<file path="config.mk">
export PLATFORM = sky130hd
export DESIGN_NAME = apm_alarm_manager
export DESIGN_NICKNAME = d
export VERILOG_FILES = /design/src/apm_pkg.sv /design/src/apm_alarm_manager.sv
export VERILOG_INCLUDE_DIRS = /design/src
export SDC_FILE = /design/constraint.sdc
export NUM_CORES = 1
export LEC_CHECK = 0
export ABC_CLOCK_PERIOD_IN_PS = 4800
export BUFFER_PORTS_ARGS = -buffer_cell sky130_fd_sc_hd__buf_4
export CAP_MARGIN = 10
export CORE_ASPECT_RATIO = 1.4
export CORE_MARGIN = 3
export CORE_UTILIZATION = 25
export DETAILED_ROUTE_END_ITERATION = 6
export HOLD_SLACK_MARGIN = 0.05
export PLACE_DENSITY = 0.5
export SLEW_MARGIN = 0
export SYNTH_ARGS = -nofsm -noshare
export SYNTH_HDL_FRONTEND = slang
export SYNTH_SLANG_ARGS = --single-unit
</file>
<file path="constraint.sdc">
create_clock -name core_clk -period 4.8 [get_ports core_clk]
set_input_delay 0.72 -clock core_clk [delete_from_list [all_inputs] [get_ports core_clk]]
set_output_delay 0.72 -clock core_clk [all_outputs]
set_load 0.05 [all_outputs]
</file>
<file path="src/apm_regs.svh">
// offsets, field positions, reset values and timing counts of the alarm manager
`ifndef APM_REGS_SVH
`define APM_REGS_SVH
`define APM_CLK_HZ              250000000
`define APM_SAMPLE_PERIOD_S     226
`define APM_SAMPLE_CYCLES       (64'(`APM_SAMPLE_PERIOD_S) * 64'(`APM_CLK_HZ))
`define APM_HOUR_S              3600
`define APM_HOUR_SLOTS          16
`define APM_SECOND_CYCLES       `APM_CLK_HZ
`define APM_ADDR_CFG            4'h0
`define APM_ADDR_LIMITS         4'h1
`define APM_ADDR_TIMERS         4'h2
`define APM_ADDR_FREEZE         4'h3
`define APM_ADDR_STATUS         4'h4
`define APM_ADDR_CODE           4'h5
`define APM_CFG_SEPARATE        0
`define APM_CFG_ROLE_LSB        1
`define APM_CFG_ROLE_W          4
`define APM_ROLE_ANTI_FREEZE    4'h1
`define APM_PROBE_MIN           16'shffce
`define APM_PROBE_MAX           16'sh0064
`define APM_LIMIT_RST           8'h03
`define APM_CODE_NONE           8'hff
`define APM_NUM_ALARMS          8
`endif

</file>
<file path="src/apm_pkg.sv">
// types of the alarm manager
package apm_pkg;
  typedef struct packed {
    logic comp1;
    logic comp_c1;
    logic comp_c2;
    logic fan_c1;
    logic all_loads;
  } apm_loads_t;
  typedef struct packed {
    logic remote_off;
    logic hp_c1;
    logic lp_c1;
    logic therm_comp1;
    logic therm_fan_c1;
  } apm_din_t;
  typedef struct packed {
    logic        probe2_analog;
    logic        probe2_fault;
    logic signed [15:0] probe2_value;
    logic        probe3_analog;
    logic        probe3_fault;
  } apm_probe_t;
  typedef struct packed {
    logic comp_start_c1;
    logic valve_rev_c1;
    logic comp1_start;
    logic unit_on;
    logic heat_start;
    logic onoff_release;
  } apm_event_t;
  typedef enum logic [1:0] {
    APM_IDLE   = 2'b00,
    APM_AUTO   = 2'b01,
    APM_MANUAL = 2'b10
  } apm_state_t;
endpackage

</file>
<file path="src/apm_alarm_manager.sv">
// alarm and protection manager: alarm inputs, timers, event counts, load shutdown
//
// Chosen here: the plain strobed port and the register offsets.
`timescale 1ns/100ps
`include "apm_regs.svh"
// Overview of operation
// - any active alarm switches off its loads; the lowest-numbered active alarm shows its code
// - alarm code is E plus two decimal digits naming the alarm type
// - remote-off input raises code 00 and stops every load
// - circuit 1 high pressure raises code 01, stops circuit 1 compressors
// - circuit 1 low pressure raises 02, stops compressors; fans too if separate
// - code 02 auto-clears below its hourly event limit, then manual reset
// - code 02 ignored while low-pressure bypass timer runs after start or reversal
// - compressor 1 thermal raises code 03, stops compressor 1 only
// - code 03 auto until its event limit, manual after; bypassed after start
// - fan thermal raises 04, stops circuit 1; combined also stops circuit 2 compressors
// - code 04 auto-resets until the fan-thermal event limit, then manual
// - code 05 evaluated only when probe two role selector is anti-freeze
// - code 05 sets below threshold, clears above threshold plus hysteresis
// - code 05 auto-resets until the anti-freeze event limit, then manual
// - code 05 suppressed while anti-freeze bypass timer runs after on or heating
// - probe two fault or outside -50..100 raises code 06, stops all
// - probe three fault raises code 07, stops all loads
// - alarms sampled once per 226 s; one event per period at most
// - manual-reset alarm holds loads off until on-off press and release
module apm_alarm_manager #(
  parameter longint SAMPLE_CYCLES = `APM_SAMPLE_CYCLES,
  parameter int     SECOND_CYCLES = `APM_SECOND_CYCLES
) (
  input  wire logic              core_clk,
  input  wire logic              rst_n,
  input  wire apm_pkg::apm_din_t   alarm_pins,
  input  wire apm_pkg::apm_probe_t probes,
  input  wire apm_pkg::apm_event_t events,
  input  wire logic [3:0]        addr,
  input  wire logic [31:0]       wdata,
  input  wire logic              wr,
  input  wire logic              rd,
  output logic [31:0]            rdata,
  output apm_pkg::apm_loads_t    loads_off,
  output logic [7:0]             display_code,
  output logic                   display_valid
);
  localparam int N = `APM_NUM_ALARMS;

  // pins come from outside: two flops before use
  apm_pkg::apm_din_t pin_meta;
  apm_pkg::apm_din_t pin_sync;
  always_ff @(posedge core_clk or negedge rst_n) begin
    if (!rst_n) begin
      pin_meta <= '0;
      pin_sync <= '0;
    end else begin
      pin_meta <= alarm_pins;
      pin_sync <= pin_meta;
    end
  end

  // configuration registers
  logic        separate_cond;
  logic [3:0]  probe_two_role_selector;
  logic [7:0]  low_pressure_event_limit;
  logic [7:0]  compressor_thermal_event_limit;
  logic [7:0]  fan_thermal_event_limit;
  logic [7:0]  anti_freeze_event_limit;
  logic [7:0]  low_pressure_bypass_timer;
  logic [7:0]  thermal_bypass_timer;
  logic [7:0]  anti_freeze_bypass_timer;
  logic signed [15:0] anti_freeze_threshold;
  logic [7:0]  anti_freeze_hysteresis;
  always_ff @(posedge core_clk or negedge rst_n) begin
    if (!rst_n) begin
      separate_cond                  <= 1'b0;
      probe_two_role_selector        <= 4'h0;
      low_pressure_event_limit       <= `APM_LIMIT_RST;
      compressor_thermal_event_limit <= `APM_LIMIT_RST;
      fan_thermal_event_limit        <= `APM_LIMIT_RST;
      anti_freeze_event_limit        <= `APM_LIMIT_RST;
      low_pressure_bypass_timer      <= 8'h00;
      thermal_bypass_timer           <= 8'h00;
      anti_freeze_bypass_timer       <= 8'h00;
      anti_freeze_threshold          <= 16'sh0000;
      anti_freeze_hysteresis         <= 8'h00;
    end else if (wr) begin
      case (addr)
        `APM_ADDR_CFG: begin
          separate_cond           <= wdata[`APM_CFG_SEPARATE];
          probe_two_role_selector <= wdata[`APM_CFG_ROLE_LSB +: `APM_CFG_ROLE_W];
        end
        `APM_ADDR_LIMITS: begin
          low_pressure_event_limit       <= wdata[7:0];
          compressor_thermal_event_limit <= wdata[15:8];
          fan_thermal_event_limit        <= wdata[23:16];
          anti_freeze_event_limit        <= wdata[31:24];
        end
        `APM_ADDR_TIMERS: begin
          low_pressure_bypass_timer <= wdata[7:0];
          thermal_bypass_timer      <= wdata[15:8];
          anti_freeze_bypass_timer  <= wdata[23:16];
        end
        `APM_ADDR_FREEZE: begin
          anti_freeze_threshold  <= wdata[15:0];
          anti_freeze_hysteresis <= wdata[23:16];
        end
        default: begin
        end
      endcase
    end
  end

  // one-second tick and sampling instant
  logic [31:0] sec_cnt;
  logic [39:0] samp_cnt;
  logic        sec_tick;
  logic        samp_tick;
  assign sec_tick  = (sec_cnt == 32'(SECOND_CYCLES - 1));
  assign samp_tick = (samp_cnt == 40'(SAMPLE_CYCLES - 1));
  always_ff @(posedge core_clk or negedge rst_n) begin
    if (!rst_n) begin
      sec_cnt <= 32'h0;
    end else begin
      sec_cnt <= sec_tick ? 32'h0 : sec_cnt + 32'h1;
    end
  end
  // free-running: alarms between two ticks are seen only at the next tick
  always_ff @(posedge core_clk or negedge rst_n) begin
    if (!rst_n) begin
      samp_cnt <= 40'h0;
    end else begin
      samp_cnt <= samp_tick ? 40'h0 : samp_cnt + 40'h1;
    end
  end

  // bypass timers in seconds; a restart event reloads them
  logic [7:0] lp_byp;
  logic [7:0] th_byp;
  logic [7:0] af_byp;
  // a restart within a running mask lengthens it: the reload always wins
  always_ff @(posedge core_clk or negedge rst_n) begin
    if (!rst_n) begin
      lp_byp <= 8'h0;
    end else if (events.comp_start_c1 || events.valve_rev_c1) begin
      lp_byp <= low_pressure_bypass_timer;
    end else if (sec_tick && lp_byp != 8'h0) begin
      lp_byp <= lp_byp - 8'h1;
    end
  end
  always_ff @(posedge core_clk or negedge rst_n) begin
    if (!rst_n) begin
      th_byp <= 8'h0;
    end else if (events.comp1_start) begin
      th_byp <= thermal_bypass_timer;
    end else if (sec_tick && th_byp != 8'h0) begin
      th_byp <= th_byp - 8'h1;
    end
  end
  always_ff @(posedge core_clk or negedge rst_n) begin
    if (!rst_n) begin
      af_byp <= 8'h0;
    end else if (events.unit_on || events.heat_start) begin
      af_byp <= anti_freeze_bypass_timer;
    end else if (sec_tick && af_byp != 8'h0) begin
      af_byp <= af_byp - 8'h1;
    end
  end

  // anti-freeze hysteresis latch
  logic freeze_cond;
  logic signed [16:0] freeze_release;
  // one extra bit so threshold plus hysteresis cannot wrap
  assign freeze_release = 17'(anti_freeze_threshold)
                          + 17'(signed'({1'b0, anti_freeze_hysteresis}));
  always_ff @(posedge core_clk or negedge rst_n) begin
    if (!rst_n) begin
      freeze_cond <= 1'b0;
    end else if (probes.probe2_value < anti_freeze_threshold) begin
      freeze_cond <= 1'b1;
    end else if (17'(probes.probe2_value) > freeze_release) begin
      freeze_cond <= 1'b0;
    end
  end

  // raw conditions, index equals alarm number
  logic [N-1:0] cond;
  logic [N-1:0] counted;
  logic [7:0]   limit [N];
  logic         probe2_out;
  assign probe2_out = probes.probe2_value < `APM_PROBE_MIN || probes.probe2_value > `APM_PROBE_MAX;
  always_comb begin
    cond    = '0;
    cond[0] = pin_sync.remote_off;
    cond[1] = pin_sync.hp_c1;
    cond[2] = pin_sync.lp_c1 && lp_byp == 8'h0;
    cond[3] = pin_sync.therm_comp1 && th_byp == 8'h0;
    cond[4] = pin_sync.therm_fan_c1;
    cond[5] = freeze_cond && af_byp == 8'h0
              && probe_two_role_selector == `APM_ROLE_ANTI_FREEZE;
    cond[6] = probes.probe2_analog && (probes.probe2_fault || probe2_out);
    cond[7] = probes.probe3_analog && probes.probe3_fault;
  end
  assign counted = 8'h3c;
  assign limit[0] = 8'h0;
  assign limit[1] = 8'h0;
  assign limit[2] = low_pressure_event_limit;
  assign limit[3] = compressor_thermal_event_limit;
  assign limit[4] = fan_thermal_event_limit;
  assign limit[5] = anti_freeze_event_limit;
  assign limit[6] = 8'h0;
  assign limit[7] = 8'h0;

  // per-alarm state and hourly event history, one slot per sampling period
  apm_pkg::apm_state_t st [N];
  logic [N-1:0] active;
  localparam int SW = `APM_HOUR_SLOTS;
  genvar g;
  generate
    for (g = 0; g < N; g++) begin : g_alarm
      logic [SW-1:0] hist;
      logic [4:0]    cnt;
      always_comb begin
        cnt = 5'h0;
        for (int i = 0; i < SW; i++) cnt = cnt + 5'(hist[i]);
      end
      // one bit per 226 s period: repeated triggers in a period count once
      // only a fresh trigger is logged, so a standing alarm is not counted twice
      always_ff @(posedge core_clk or negedge rst_n) begin
        if (!rst_n) begin
          hist <= '0;
        end else if (samp_tick) begin
          hist <= {hist[SW-2:0], cond[g] && st[g] == apm_pkg::APM_IDLE};
        end
      end
      always_ff @(posedge core_clk or negedge rst_n) begin
        if (!rst_n) begin
          st[g] <= apm_pkg::APM_IDLE;
        end else begin
          case (st[g])
            apm_pkg::APM_IDLE: begin
              if (samp_tick && cond[g]) begin
                if (counted[g] && ({3'h0, cnt} + 8'h1) >= limit[g]) begin
                  st[g] <= apm_pkg::APM_MANUAL;
                end else if (counted[g]) begin
                  st[g] <= apm_pkg::APM_AUTO;
                end else if (g == 0 || g >= 6) begin
                  st[g] <= apm_pkg::APM_AUTO;
                end else begin
                  st[g] <= apm_pkg::APM_MANUAL;
                end
              end
            end
            apm_pkg::APM_AUTO: begin
              if (samp_tick && !cond[g]) begin
                st[g] <= apm_pkg::APM_IDLE;
              end
            end
            apm_pkg::APM_MANUAL: begin
              // a key press while the fault persists is ignored, loads stay off
              if (events.onoff_release && !cond[g]) begin
                st[g] <= apm_pkg::APM_IDLE;
              end
            end
            default: begin
              st[g] <= apm_pkg::APM_IDLE;
            end
          endcase
        end
      end
      assign active[g] = st[g] != apm_pkg::APM_IDLE;
    end
  endgenerate

  // load shutdown and display, registered
  apm_pkg::apm_loads_t next_loads;
  always_comb begin
    next_loads           = '0;
    next_loads.all_loads = active[0] | active[6] | active[7];
    next_loads.comp_c1   = active[1] | active[2] | active[4] | active[5];
    next_loads.fan_c1    = (active[2] & separate_cond) | active[4] | active[5];
    next_loads.comp1     = active[3];
    next_loads.comp_c2   = active[4] & ~separate_cond;
  end
  logic [7:0] next_code;
  always_comb begin
    next_code = `APM_CODE_NONE;
    for (int i = N - 1; i >= 0; i--) if (active[i]) next_code = 8'(i);
  end
  always_ff @(posedge core_clk or negedge rst_n) begin
    if (!rst_n) begin
      loads_off     <= '0;
      display_code  <= `APM_CODE_NONE;
      display_valid <= 1'b0;
    end else begin
      loads_off     <= next_loads;
      display_code  <= next_code;
      display_valid <= |active;
    end
  end

  // register read, data one cycle after the strobe
  always_ff @(posedge core_clk or negedge rst_n) begin
    if (!rst_n) rdata <= 32'h0;
    else if (rd) begin
      case (addr)
        `APM_ADDR_CFG:    rdata <= {27'h0, probe_two_role_selector, separate_cond};
        `APM_ADDR_LIMITS: rdata <= {anti_freeze_event_limit, fan_thermal_event_limit,
                                    compressor_thermal_event_limit, low_pressure_event_limit};
        `APM_ADDR_TIMERS: rdata <= {8'h0, anti_freeze_bypass_timer, thermal_bypass_timer,
                                    low_pressure_bypass_timer};
        `APM_ADDR_FREEZE: rdata <= {8'h0, anti_freeze_hysteresis, anti_freeze_threshold};
        `APM_ADDR_STATUS: rdata <= {24'h0, active};
        `APM_ADDR_CODE:   rdata <= {24'h0, next_code};
        default:          rdata <= 32'h0;
      endcase
    end else rdata <= 32'h0;
  end
endmodule // apm_alarm_manager

</file>
==> results.cfg, run 1 <==
[final_layout]
finalNetCount = 1852
stdcell_area_sq_um = 19100
area.sequential_sq_um = 7772
utilization = 0.3012
final_cell_mix = dfrtp_1, inv_1, nand2_1
layout-drive-gt1-share = 0.1827
fillers = 6549
final_common_cell = dfrtp_1
area_delta_synth_final_pct = 18.55
multiInputGateArea_sq_um = 7616

[synth]
synthCells = 1530
synth_edf_count = 0
synth_area_per_cell_sq_um = 10.53
yosysSeqAreaShare = 0.4824
syn-num-nets = 1727
synth_area_leaders = dfrtp_1, ha_1, mux2_2
ys.flop_type = dfrtp_1
yosys.area.top_type = dfrtp_1
synth_area_sq_um = 16110
synth.ff_latch_count = 310
async_reset_ff_frac = 1.000
yosysTopAreaCellShare = 0.4629
ys_types = 61
ys_warn_count = 0

[die]
fp.dieW_um = 220.5
die_h_um = 306.4
pin_count = 117
start_util = 0.2540
placementRows = 109
die_area_sq_um = 67570
core_sq_um = 63420

[pwr]
leakage_uw = 0.008674
fin_total_pwr_uw = 6648
clkPwrFrac = 0.383
swShare = 0.2817
p_switching_uw = 1873
vdd_drop_max_uv = 261.7
power_frac_seq = 0.463
p_comb_frac = 0.154
p_int_uw = 4775
power.density_nw_per_um2 = 348.1

[timing]
fin_ws_ns = 0.3418
fin_crit_ns = 4.458
fmax_mhz = 224.3
relSlewSlack = 0.2651
setup_viol = 0
finalCritPeriodShare = 0.9288
drv_slew = 0
rsz0062_at_grt = no
finalSetupTns_ns = 0
fin_skew_ns = 0.01628
hold_violations = 0
worst_slew_pin_slew_ns = 1.092

[worst_setup_path]
path_class = flip-flop to flip-flop
critPathCapture = st[6]
r2r_cells = 17
cp.required_ns = 5.32
reg2reg_to = st[6]
cp-start-kind = flip-flop
critPathLaunch = g_alarm[4].hist[10]
reg2reg_slack_ns = 0.34
crit_fanout = 3
worstSetupEndpointType = flip-flop
cp.arrival_ns = 4.98
r2r_start = g_alarm[4].hist[10]

[cts]
post_cts_resized = 0
clkSlewWorstSetupHoldPaths_ns = 0.07
cts_buffer_depth = 3
post_cts.repair.setup_buffers = 0
cts_root_buf = clkbuf_16
cts_tree = built
insertion_delay_ns = 0.58
hold_buffers = 0
htreeDepth = 1
numCtsBuffers = 31
clkSinkCount = 310

[run_status]
outcome = finished clean

[global_route]
grt_start_max_net_pins = 98
grt.overflow.total = 0
antenna_found_initial = 1
grt_first_pass_wirelength_um = 67920
track_usage = 0.1265
first_global_vias = 12030

[placement]
placement.cell_area_sq_um = 18030
routabilityCongestion = 0.7960
dpl.hpwl_um = 32160
place_ws_ns = 0.3198
io_buffer_count = 116

[routing]
drc_errors = 0
avgRoutedWirePerCell_um = 16.88
drt_iter0_markers = 585
drt_pass1_iterations = 5
avgViaCountPerCell = 4.534
postRouteAntennaNets = 0
vias = 11398
drt-total-wl_um = 42430

[flow_run]
max-cap-violations = 0

[worst_hold_path]
min_path_type = primary input to async pin
worst min path at each step:
| stage | from | to | cells after the start |
|---|---|---|---|
| global route | rst_n | rdata[14] | 1 |
| floorplan | pin_meta[4] | cond[0] | 0 |
| global placement | pin_meta[3] | cond[1] | 0 |
| finish | rst_n | rdata[14] | 1 |
| CTS | rst_n | rdata[14] | 1 |
| detailed placement | pin_meta[4] | cond[0] | 0 |
kinds of logic (layout without fill, tap and decap cells):
logic type / Yosys count / after routing / synth area share
AO/OA/AOI/OAI: 253 / 253 / 0.09335
adder cells (fa/ha/maj): 126 / 126 / 0.1170
other: 0 / 2 / 0
XOR/XNOR: 100 / 100 / 0.05436
buffers and inverters: 192 / 342 / 0.04574
multiplexers: 92 / 92 / 0.06407
AND/OR/NAND/NOR: 457 / 457 / 0.1431
flip-flops: 310 / 310 / 0.4824
power by group through the flow:
| stage | Combinational, uW | Sequential [uW] | Clock, uW |
|---|---|---|---|
| floorplan | 702 | 3040 | 0 |
| global placement | 1010 | 3120 | 0 |
| detailed placement | 1040 | 3130 | 0 |
| CTS | 1050 | 3080 | 2640 |
| global route | 1180 | 3110 | 2740 |
| finish | 1020 | 3080 | 2540 |
critical path: stages (launching register included):
cell and delay [ns]:
dfrtp_1 0.41, fa_1 0.54, inv_1 0.05, fa_1 0.49
fa_1 0.43, fa_1 0.49, inv_1 0.05, fa_1 0.39
inv_1 0.08, fa_1 0.20, nor2b_1 0.06, o21a_1 0.17
ha_1 0.28, and2_1 0.16, o21ai_0 0.13, o21ai_0 0.16
nor2_1 0.12, o221a_2 0.19
cell usage after synthesis (41+ instances only):
library cell  count
a21oi_1          59
dfrtp_1         298
fa_1             41
ha_1             85
inv_1           148
mux2_2           89
nand2_1         143
nand3_1          52
nor2_1           90
o21ai_0         102
xnor2_1          49
xor2_1           51
through the flow:
| step | std cells | hold WS [ns] |
|---|---|---|
| after floorplan | 1530 | 0.3312 |
| after global placement | 2454 | 0.3369 |
| after detailed placement | 2454 | 0.3379 |
| after CTS | 2512 | 0.1648 |
| after global routing | 2512 | 0.1682 |
| final | 2514 | 0.1357 |
flip-flops by register name, indices dropped and copies added, names as in the netlist, 12 cells and up:
signal / flops
anti_freeze_threshold: 16
g_alarm.hist: 64
rdata: 32
samp_cnt: 40
sec_cnt: 32
st: 12
layout make-up:
cell class	instances	area share
Sequential cell	310	0.4070
Multi-Input combinational cell	1028	0.3988
Timing Repair Buffer	136	0.05451
Tap cell	832	0.05451
Clock buffer	36	0.04265
Inverter	148	0.02909
Clock inverter	22	0.01323
Antenna cell	2	0.0002621
metal layers:
metal | up-vias | wire length [um] | global-route usage | share of wire
li1 | 5527 | - | - | -
met1 | 5652 | 17860 | 0.1585 | 0.42
met2 | 162 | 21610 | 0.2237 | 0.51
met3 | 57 | 1801 | 0.02112 | 0.042
met4 | 0 | 1149 | 0.03528 | 0.027
met5 | - | 0 | 0 | 0
Note: power is estimated with default switching activity, not from simulation.
==> inputs of run 2 (changes only) <==
--- a/config.mk
+++ b/config.mk
@@ -6,6 +6,7 @@
 export SDC_FILE = /design/constraint.sdc
 export NUM_CORES = 1
 export LEC_CHECK = 0
+export ABC_AREA = 1
 export ABC_CLOCK_PERIOD_IN_PS = 4800
 export BUFFER_PORTS_ARGS = -buffer_cell sky130_fd_sc_hd__buf_4
 export CAP_MARGIN = 10
@@ -14,7 +15,7 @@
 export CORE_UTILIZATION = 25
 export DETAILED_ROUTE_END_ITERATION = 6
 export HOLD_SLACK_MARGIN = 0.05
-export PLACE_DENSITY = 0.5
+export PLACE_DENSITY = 0.38
 export SLEW_MARGIN = 0
 export SYNTH_ARGS = -nofsm -noshare
 export SYNTH_HDL_FRONTEND = slang
==> run 2 against run 1 <==
Synthesized cell count up 43%. Count of clock-buffer cells in the layout up 17. Clock skew up 0.0087 ns. Via count up 27%. Worst setup slack better by 0.012 ns. Global-route usage up 2.6 points. Combinational power up 18%. Die area up 9.6%. Critical path depth up 3. Largest power group is now the clock network.
==> results.cfg, run 2 <==
[final_layout]
largest_reg_flops = 64
fillers = 7639
top_register = g_alarm.hist
multiInputGateArea_sq_um = 8283
final_cell_mix = nand2_1, inv_1, dfrtp_1
largest_registers = g_alarm.hist x64, samp_cnt x40
layout-drive-gt1-share = 0.1034
final_common_cell = nand2_1
finalNetCount = 2516
area_delta_synth_final_pct = 18.64
utilization = 0.3016
area.sequential_sq_um = 7772
n_antenna_cell = 0

[die]
pin_count = 117
fp.dieW_um = 230.9
die_h_um = 320.8
start_util = 0.2543
core_sq_um = 69610
die_area_sq_um = 74070
placementRows = 114

[synth]
synthCells = 2194
muxShareOfSynthArea = 0
synth.ff_latch_count = 310
yosysSeqAreaShare = 0.4392
synth_top_family_by_area = simple AND/OR/NAND/NOR gates
async_reset_ff_frac = 1.000
yosysTopAreaCellShare = 0.4214
ys_warn_count = 0
synth-compound-area-share = 0.08597
synth_area_sq_um = 17700
synth_commonest_cells = nand2_1, inv_1, dfrtp_1
synth_edf_count = 0
yosysMostFrequentCell = nand2_1
synth_area_per_cell_sq_um = 8.067
synthXorXnorAreaFrac = 0.04305
yosys.area_share.simple = 0.2318
synth_area_leaders = dfrtp_1, nand2_1, inv_1
yosys.area.top_type = dfrtp_1
ys.flop_type = dfrtp_1
syn-num-nets = 2391
ys_types = 47
synthAdderAreaFrac = 0.1065

[worst_setup_path]
path_class = flip-flop to flip-flop
critPathLaunch = g_alarm[5].hist[10]
cp.required_ns = 5.25
cp.arrival_ns = 4.90
reg2reg_to = st[5]
cp-start-kind = flip-flop
critPathCapture = st[5]
worstSetupEndpointType = flip-flop
crit_fanout = 3
r2r_cells = 20
r2r_start = g_alarm[5].hist[10]
reg2reg_slack_ns = 0.35

[routing]
avgRoutedWirePerCell_um = 17.08
postRouteAntennaNets = 0
vias = 14421
avgViaCountPerCell = 4.401
drt-total-wl_um = 55970
drt_iter0_markers = 679
drc_errors = 0
drt_pass1_iterations = 5

[timing]
relSlewSlack = 0.3582
hold_violations = 0
finalCritPeriodShare = 0.9263
drv_slew = 0
rsz0062_at_grt = no
finalSetupTns_ns = 0
fin_skew_ns = 0.02495
setup_viol = 0
worst_slew_pin_slew_ns = 0.9540
fmax_mhz = 224.9
fin_crit_ns = 4.446

[global_route]
first_global_vias = 15212
grt_start_max_net_pins = 87
grt_first_pass_wirelength_um = 87880
antenna_found_initial = 1
grt.overflow.total = 0
track_usage = 0.1523

[flow_run]
max-cap-violations = 0

[cts]
htreeDepth = 2
hold_buffers = 0
cts_buffer_depth = 3
insertion_delay_ns = 0.57
numCtsBuffers = 39
cts_root_buf = clkbuf_16
post_cts.repair.setup_buffers = 0
clkSlewWorstSetupHoldPaths_ns = 0.06
cts_tree = built
clkSinkCount = 310
post_cts_resized = 0

[pwr]
fin_total_pwr_uw = 7365
power.density_nw_per_um2 = 350.8
leakage_uw = 0.01052
vdd_drop_max_uv = 230.4

[placement]
routabilityCongestion = 0.8457
dpl.hpwl_um = 43140
io_buffer_count = 116

[worst_hold_path]
min_path_type = primary input to async pin

[run_status]
outcome = finished clean
==> run 2: worst max-delay path, stage by stage, from the launching register on <==
cell and delay, ns:
dfrtp_1 0.41, fa_1 0.54, inv_1 0.05, fa_1 0.49, fa_1 0.43, fa_1 0.50, inv_1 0.05, fa_1 0.37
inv_1 0.08, fa_1 0.40, inv_1 0.08, ha_1 0.23, inv_1 0.06, nor2_1 0.04, o21bai_1 0.12, nand2_1 0.07
nand2_1 0.05, nand2_1 0.04, a21oi_1 0.15, nand3b_1 0.13, nand2_1 0.05
==> run 2: area by class of cell <==
type,count,share of cell area
multi-input combinational,1461,0.3945
tap,928,0.05530
clock buffer,53,0.05232
inverter,375,0.06704
clock inverter,18,0.01192
sequential,310,0.3702
timing repair buffer,132,0.04875
==> run 2: worst min path at each step <==
| stage | start | endpoint |
|---|---|---|
| after floorplan | pin_meta[4] | cond[0] |
| after global placement | pin_meta[4] | cond[0] |
| after detailed placement | pin_meta[4] | cond[0] |
| after CTS | rst_n | anti_freeze_event_limit[2] |
| after global routing | rst_n | g_alarm[5].hist[5] |
| final | rst_n | g_alarm[5].hist[5] |
==> run 2: metrics by stage <==
| stage | cell area, sq um | instances | worst slack (ns) | hold slack [ns] |
|---|---|---|---|---|
| floorplan | 17700 | 2194 | 0.5742 | 0.3312 |
| global placement | 19650 | 3206 | 0.2912 | 0.3388 |
| detailed placement | 19650 | 3206 | 0.3205 | 0.3393 |
| CTS | 21000 | 3277 | 0.2947 | 0.1831 |
| global route | 21000 | 3277 | 0.08083 | 0.2076 |
| finish | 21000 | 3277 | 0.3538 | 0.1669 |
==> run 2: logic make-up after synthesis <==
| kind of cell | count (synthesis) |
|---|---|
| simple gates | 968 |
| buf+inv | 423 |
| flops | 310 |
| compound gates | 280 |
| fa+ha+maj | 126 |
| xor+xnor | 87 |
==> run 2: report_power, final <==
| part | internal, uW | switching [uW] |
|---|---|---|
| clock network | 1880 | 1240 |
| registers | 2840 | 209 |
| logic | 440 | 759 |
==> run 2: routing by layer <==
layer | vias to the layer above | track usage | routed length (um)
met5 | - | 0 | 0
met4 | 0 | 0.06119 | 2359
met3 | 106 | 0.02170 | 1917
met2 | 246 | 0.2707 | 28000
met1 | 6891 | 0.1850 | 23700
li1 | 7178 | - | -
